$ cat src/logic/uess_pkg.sv
/*
  Constants for the endpoint select and status command block.
  Assumes a command interface that presents one command byte per strobe and a
  data read strobe for the one-byte answer, all on clk_sys.
*/
package uess_pkg;
  localparam int          NUM_EP        = 10;
  localparam int          EPW           = 4;
  localparam int          PTRW          = 9;
  localparam logic [7:0]  CMD_SEL_FIRST = 8'h00;
  localparam logic [7:0]  CMD_SEL_LAST  = 8'h09;
  localparam logic [7:0]  CMD_CLR_FIRST = 8'h40;
  localparam logic [7:0]  CMD_CLR_LAST  = 8'h47;
  localparam int          BIT_OCC       = 0;
  localparam int          BIT_HALT      = 1;
  localparam int          BIT_SETUP     = 2;
  localparam int          BIT_OVWR      = 3;
  localparam int          BIT_NAK       = 4;
  localparam int          BIT_B1        = 5;
  localparam int          BIT_B2        = 6;
  localparam logic [7:0]  STATUS_RESET  = 8'h00;
  localparam logic [9:0]  EP_FLAG_RESET = 10'h000;
endpackage : uess_pkg

$ cat src/logic/uess_endpoint_select_status.sv
/*
  Select endpoint and select-with-clear command handling, with per-endpoint
  setup, overwrite and NAK flags. Assumes the packet engine gives one-cycle
  event pulses with the endpoint number, and buffer-full, stall, direction
  and buffering levels per physical endpoint, all on clk_sys.
*/
`timescale 1ns/1ps
`default_nettype none
module uess_endpoint_select_status
(
  input  wire logic                          clk_sys,
  input  wire logic                          reset_n,
  input  wire logic                          cmd_valid,
  input  wire logic [7:0]                    cmd_code,
  input  wire logic                          data_rd,
  output logic      [7:0]                    data_out,
  output logic                               data_out_valid,
  output logic      [uess_pkg::PTRW-1:0]     buf_ptr,
  output logic                               buf_ptr_load,
  output logic      [uess_pkg::NUM_EP-1:0]   ep_int_clear,
  input  wire logic [uess_pkg::NUM_EP*uess_pkg::PTRW-1:0] ep_buf_base,
  input  wire logic [uess_pkg::NUM_EP-1:0]   ep_is_in,
  input  wire logic [uess_pkg::NUM_EP-1:0]   ep_is_control,
  input  wire logic [uess_pkg::NUM_EP-1:0]   ep_double_buf,
  input  wire logic [uess_pkg::NUM_EP-1:0]   ep_halted,
  input  wire logic [uess_pkg::NUM_EP-1:0]   ep_buf1_full,
  input  wire logic [uess_pkg::NUM_EP-1:0]   ep_buf2_full,
  input  wire logic [uess_pkg::NUM_EP-1:0]   ep_nak_int_en,
  input  wire logic                          ev_ack_rx,
  input  wire logic                          ev_ack_rx_setup,
  input  wire logic                          ev_setup_overwrite,
  input  wire logic                          ev_nak_sent,
  input  wire logic                          ev_in_acked,
  input  wire logic [uess_pkg::EPW-1:0]      ev_ep
);

  typedef struct packed {
    logic [uess_pkg::NUM_EP-1:0] setup;
    logic [uess_pkg::NUM_EP-1:0] ovwr;
    logic [uess_pkg::NUM_EP-1:0] nak;
    logic [7:0]                  dout;
    logic                        dvalid;
    logic [uess_pkg::PTRW-1:0]   ptr;
    logic                        ptr_load;
    logic [uess_pkg::NUM_EP-1:0] iclr;
  } uess_state_t;

  uess_state_t st_q;
  uess_state_t st_d;

  logic                        is_sel;
  logic                        is_clr;
  logic [uess_pkg::EPW-1:0]    cmd_ep;
  logic [uess_pkg::NUM_EP-1:0] ev_hit;
  logic [uess_pkg::NUM_EP-1:0] clr_hit;
  logic [uess_pkg::NUM_EP-1:0] set_setup;
  logic [uess_pkg::NUM_EP-1:0] clr_setup;
  logic [uess_pkg::NUM_EP-1:0] set_ovwr;
  logic [uess_pkg::NUM_EP-1:0] set_nak;
  logic [uess_pkg::NUM_EP-1:0] clr_nak;
  logic [uess_pkg::NUM_EP-1:0] occ;
  logic [uess_pkg::NUM_EP-1:0] clr_flags;
  logic [7:0]                  status_byte;

  ////////////////////////////////////////////////////////////////////////////
  // Command decode.

  assign is_sel = (cmd_code >= uess_pkg::CMD_SEL_FIRST) && (cmd_code <= uess_pkg::CMD_SEL_LAST);
  assign is_clr = (cmd_code >= uess_pkg::CMD_CLR_FIRST) && (cmd_code <= uess_pkg::CMD_CLR_LAST);
  assign cmd_ep = cmd_code[uess_pkg::EPW-1:0];

  ////////////////////////////////////////////////////////////////////////////
  // Per-endpoint flags. A hardware event in the same cycle as a clear wins.

  genvar g;
  generate
    for (g = 0; g < uess_pkg::NUM_EP; g++)
    begin : g_ep
      assign ev_hit[g]    = (int'(ev_ep) == g);
      assign clr_hit[g]   = cmd_valid && is_clr && (int'(cmd_ep) == g);
      assign clr_flags[g] = clr_hit[g] && ep_is_control[g] && !ep_is_in[g];
      assign set_setup[g] = ev_hit[g] && ev_ack_rx && ev_ack_rx_setup;
      assign clr_setup[g] = (ev_hit[g] && ev_ack_rx && !ev_ack_rx_setup) || clr_flags[g];
      assign set_ovwr[g]  = ev_hit[g] && ev_setup_overwrite;
      assign set_nak[g]   = ev_hit[g] && ev_nak_sent && ep_nak_int_en[g];
      assign clr_nak[g]   = ev_hit[g] && ((ev_ack_rx && !ep_is_in[g]) || ev_in_acked);
      // Single-buffered endpoints ignore the second full flag for occupancy; bit 6 still reports it.
      assign occ[g] = !ep_double_buf[g] ? ep_buf1_full[g] :
                      ep_is_in[g] ? (ep_buf1_full[g] & ep_buf2_full[g]) :
                                    (ep_buf1_full[g] | ep_buf2_full[g]);
    end
  endgenerate

  ////////////////////////////////////////////////////////////////////////////
  // Status byte of the endpoint that the command names.

  always_comb
  begin
    status_byte                     = uess_pkg::STATUS_RESET;
    if (cmd_ep < uess_pkg::NUM_EP)
    begin
      status_byte[uess_pkg::BIT_OCC]   = occ[cmd_ep];
      status_byte[uess_pkg::BIT_HALT]  = ep_halted[cmd_ep];
      status_byte[uess_pkg::BIT_SETUP] = st_q.setup[cmd_ep];
      status_byte[uess_pkg::BIT_OVWR]  = st_q.ovwr[cmd_ep];
      status_byte[uess_pkg::BIT_NAK]   = st_q.nak[cmd_ep];
      status_byte[uess_pkg::BIT_B1]    = ep_buf1_full[cmd_ep];
      status_byte[uess_pkg::BIT_B2]    = ep_buf2_full[cmd_ep];
    end
  end

  ////////////////////////////////////////////////////////////////////////////
  // Next state. The status byte is captured at command time, so a read
  // returns what the endpoint looked like when it was selected.

  always_comb
  begin
    st_d          = st_q;
    st_d.ptr_load = 1'b0;
    st_d.iclr     = '0;
    st_d.setup    = (st_q.setup & ~clr_setup) | set_setup;
    st_d.ovwr     = (st_q.ovwr & ~clr_flags) | set_ovwr;
    st_d.nak      = (st_q.nak & ~clr_nak) | set_nak;
    if (data_rd)
    begin
      st_d.dvalid = 1'b0;
    end
    if (cmd_valid && (is_sel || is_clr) && (cmd_ep < uess_pkg::NUM_EP))
    begin
      st_d.ptr      = ep_buf_base[cmd_ep*uess_pkg::PTRW +: uess_pkg::PTRW];
      st_d.ptr_load = 1'b1;
      st_d.dout     = status_byte;
      st_d.dvalid   = 1'b1;
      if (is_clr)
      begin
        st_d.iclr[cmd_ep] = 1'b1;
      end
    end
  end

  always_ff @(posedge clk_sys)
  begin
    if (!reset_n)
    begin
      st_q        <= '0;
      st_q.setup  <= uess_pkg::EP_FLAG_RESET;
      st_q.ovwr   <= uess_pkg::EP_FLAG_RESET;
      st_q.nak    <= uess_pkg::EP_FLAG_RESET;
      st_q.dout   <= uess_pkg::STATUS_RESET;
    end
    else
    begin
      st_q <= st_d;
    end
  end

  assign data_out       = st_q.dout;
  assign data_out_valid = st_q.dvalid;
  assign buf_ptr        = st_q.ptr;
  assign buf_ptr_load   = st_q.ptr_load;
  assign ep_int_clear   = st_q.iclr;
endmodule : uess_endpoint_select_status
`default_nettype wire

$ cat config.mk
export PLATFORM = sky130hd
export DESIGN_NAME = uess_endpoint_select_status
export DESIGN_NICKNAME = d
export VERILOG_FILES = /design/src/logic/uess_pkg.sv /design/src/logic/uess_endpoint_select_status.sv
export SDC_FILE = /design/constraint.sdc
export NUM_CORES = 1
export LEC_CHECK = 0
export BUFFER_PORTS_ARGS = -buffer_cell sky130_fd_sc_hd__buf_2
export CORE_MARGIN = 2
export CORE_UTILIZATION = 41
export DETAILED_ROUTE_END_ITERATION = 10
export PLACE_DENSITY = 0.82
export SLEW_MARGIN = 0
export SYNTH_ARGS = -nofsm -noshare
export SYNTH_HDL_FRONTEND = slang
export SYNTH_SLANG_ARGS = --single-unit
$ cat constraint.sdc
create_clock -name clk_sys -period 1.6 [get_ports clk_sys]
set_clock_uncertainty 0.1 [all_clocks]
set_input_delay 0.32 -clock clk_sys [delete_from_list [all_inputs] [get_ports clk_sys]]
set_output_delay 0.32 -clock clk_sys [all_outputs]
set_load 0.005 [all_outputs]
==> impl_metrics.yaml <==
min_path:
  hp-class: "in2reg"
  hold_depth: 3
clocking:
  numCtsBuffers: 9
  cts-root-buf: "clkbuf_8"
  cts_tree: "done"
  clkSinkCount: 58
  worstSkewPairLatency_ns: 0.36
  htree_num_levels: 3
  clk_pin_slew_ns: 0.08
  clock_path_buffers: 2
layout:
  seqCellArea_mm2: 0.00116
  n_antenna_cell: 0
  utilization_pct: 59.1
  nFillCells: 826
  fin_nets: 807
  fin_area_mm2: 0.00549
  layout-drive-gt1-share_pct: 49.8
  multi_input_area_mm2: 0.00241
  syn_to_final_growth_pct: 39.0
drt:
  dr.pass1.iters: 5
  avgRoutedWirePerCell_um: 19.5
  drc: 0
  antenna_left: 0
  totalWireLength_mm: 14.8
  drtIter0Drc: 176
  avgViaCountPerCell: 5.55
  dr_total_vias: 4220
power_and_ir_drop:
  p_sw_uw: 1070
  swShare_pct: 29.7
  power.leakage_uw: 0.00259
  combPwrFrac_pct: 24.0
  p_seq_share_pct: 41.1
  clkPwrFrac_pct: 34.9
  p_int_uw: 2530
  p_per_area_mw_per_mm2: 656
  vdd_drop_max_v: 0.000348
place:
  dp_slack_ns: -0.449
  hpwl_mm: 11.7
  gp_congestion: 0.886
  port_buffers: 206
  postPlaceCellArea_mm2: 0.00523
critical_path:
  worstPathRequired_ns: 1.76
  cpPeakStageDelay_ns: 0.59
  crit_arrival_ns: 1.77
  critPathKind: "in2reg"
  cp_max_fo: 9
  r2r_cells: 4
  crit_family: "simple AND/OR/NAND/NOR gates"
  worstSetupEndpointType: "register"
  cp_num_buf_inv: 3
  cp_cell_sequence: "buf_6 > or4b_4 > buf_6 > a21oi_4 > buf_4 > o211ai_1 > o211a_1"
  crit_cells: 7
  crit_slowest_cell: "or4b_4"
  crit_top_cell: "buf_6"
  start_kind: "input port"
global_route:
  grt_overflow: 0
  grt_pass1_wl_mm: 22.0
  track_usage_pct: 28.0
  grt_max_degree: 31
  antenna_found_initial: 0
  grt_pass1_vias: 4267
die:
  core-area_mm2: 0.00928
  fp.dieH_um: 102
  rows: 35
  initial_core_util_pct: 42.5
  die_area_mm2: 0.0104
  io_pins: 210
  fp.dieW_um: 102
timing:
  final.setup.worst_slack_ns: -0.0150
  finalMaxSlewViolations: 0
  hold_viol: 0
  tightestPinTransition_ns: 0.706
  min_period_ns: 1.61
  final.period_utilization_pct: 101
  setup_violations: 2
  slew_headroom_pct: 52.7
  max_clock_freq_mhz: 619
  rsz0062_at_grt: "yes"
synthesis:
  ys_ff_latch: 58
  async_flop_share_pct: 0
  syn_avg_cell_area_um2: 9.58
  synth-main-ff-cell: "dfxtp_1"
  yosysSeqAreaShare_pct: 29.4
  yosys_warnings: 0
  netlist_area_mm2: 0.00395
  synth_cell_type_count: 40
  synth_edf_count: 0
  syn_inst: 412
outcome:
  status: "complete, but fails checks"
  failed_checks: "negative setup slack"
job:
  maxCapViolCount: 0
## repair_timing
item | 4_1_cts | 5_1_grt
hold buffers | 0 | 0
endpoints found under the setup margin | 19 | 27
gates resized for setup | 3 | 5
buffers inserted | 2 | 1
hold endpoints to repair | 0 | 0
gates cloned | 0 | 1
pin swaps | 6 | 8
## area by class of cell
type                    instances  share of cell area [%]
clock buffers                  10                    2.51
clock inverters                 6                   0.753
inverters                      12                   0.821
multi-input cells             288                    44.0
flip-flops and latches         58                    21.2
well taps                     129                    2.94
repair buffers                257                    27.8
## cells by family after synthesis
logic type             Yosys count  synth area share [%]
multiplexers                    47                  21.4
buffers and inverters           68                  9.92
AND/OR/NAND/NOR                119                  17.0
flip-flops                      58                  29.4
AO/OA/AOI/OAI                  119                  22.2
other                            1                0.0950
## path summary, 6_finish.rpt
check | start | endpoint | slack, ns
max | cmd_code[5] | data_out[1]$_SDFFE_PN0P_ | -0.01
min | ep_nak_int_en[3] | st_q[32]$_SDFF_PN0_ | 0.16
max reg2reg | st_q[41]$_SDFF_PN0_ | data_out[3]$_SDFFE_PN0P_ | 0.13
min reg2reg | st_q[52]$_SDFF_PN0_ | st_q[52]$_SDFF_PN0_ | 0.39
## tightest hold or removal path, stage by stage
cell	delay (ns)
buf_2	0.08
a32oi_1	0.08
nor2b_1	0.09
## registers in the layout, indices dropped and copies added, names as in the netlist
register        flops
buf_ptr             9
buf_ptr_load        1
data_out            7
data_out_valid      1
ep_int_clear       10
st_q               30
## per-stage QoR
step / power, µW / std cells / TNS, ns / hold WS, ns
2_1_floorplan: 1930 / 414 / -1.51 / 0.348
3_3_place_gp: 2330 / 740 / -10.44 / 0.369
3_5_place_dp: 2350 / 740 / -12.77 / 0.380
4_1_cts: 3600 / 758 / -0.0710 / 0.154
5_1_grt: 3750 / 760 / -0.571 / 0.156
6_report: 3600 / 760 / -0.0246 / 0.155
## cell usage after synthesis, drive strengths merged, types with 3 or more instances
| library cell | instances | area [µm²] |
|---|---|---|
| dfxtp | 58 | 1160 |
| nand4 | 7 | 43.8 |
| nor2 | 12 | 45.0 |
| nor2b | 31 | 194 |
| nor4 | 3 | 48.8 |
| a21oi | 20 | 111 |
| buf | 44 | 302 |
| a21boi | 8 | 60.1 |
| mux4 | 30 | 676 |
| a22oi | 23 | 173 |
| o211ai | 16 | 120 |
| o21ai | 15 | 75.1 |
| nor3 | 7 | 35.0 |
| nand2b | 7 | 43.8 |
| inv | 12 | 45.0 |
| mux2i | 17 | 170 |
| clkbuf | 12 | 45.0 |
| o211a | 15 | 150 |
| a21o | 5 | 37.5 |
| nand2 | 27 | 101 |
| a32oi | 10 | 87.6 |
| nand3 | 17 | 85.1 |
## cell usage in the layout, fill, tap and decap left out, types with 3 or more instances in the layout
| cell type | n |
|---|---|
| clkbuf_8 | 10 |
| nor3_1 | 6 |
| buf_12 | 6 |
| clkinvlp_4 | 3 |
| nand3_1 | 17 |
| nor2b_1 | 30 |
| dfxtp_1 | 58 |
| a21o_1 | 5 |
| buf_2 | 203 |
| mux2i_1 | 17 |
| nor2_1 | 11 |
| mux4_2 | 30 |
| o211ai_1 | 16 |
| a21boi_1 | 8 |
| o211a_1 | 15 |
| a32oi_1 | 10 |
| nand2_1 | 26 |
| a22oi_1 | 23 |
| buf_6 | 3 |
| conb_1 | 3 |
| a21oi_1 | 19 |
| nand4_1 | 7 |
| inv_1 | 12 |
| o21ai_0 | 15 |
| buf_4 | 43 |
| nand2b_1 | 7 |
## power groups by stage
stage               Combinational, µW  Clock, µW  Sequential, µW
finish                            863       1260            1480
global route                      925       1350            1480
CTS                               840       1280            1480
detailed placement                832          0            1510
global placement                  816          0            1510
floorplan                         420          0            1510
## routing by layer
metal	global-route usage [%]	share of wire (%)	vias up	wire (µm)
li1	-	-	1968	-
met2	47.7	51	220	7490
met3	7.52	8.5	48	1260
met4	14.5	4.3	0	632
met5	0	0	-	0
met1	32.1	37	1984	5430
Power figures use the tool's default switching activity.
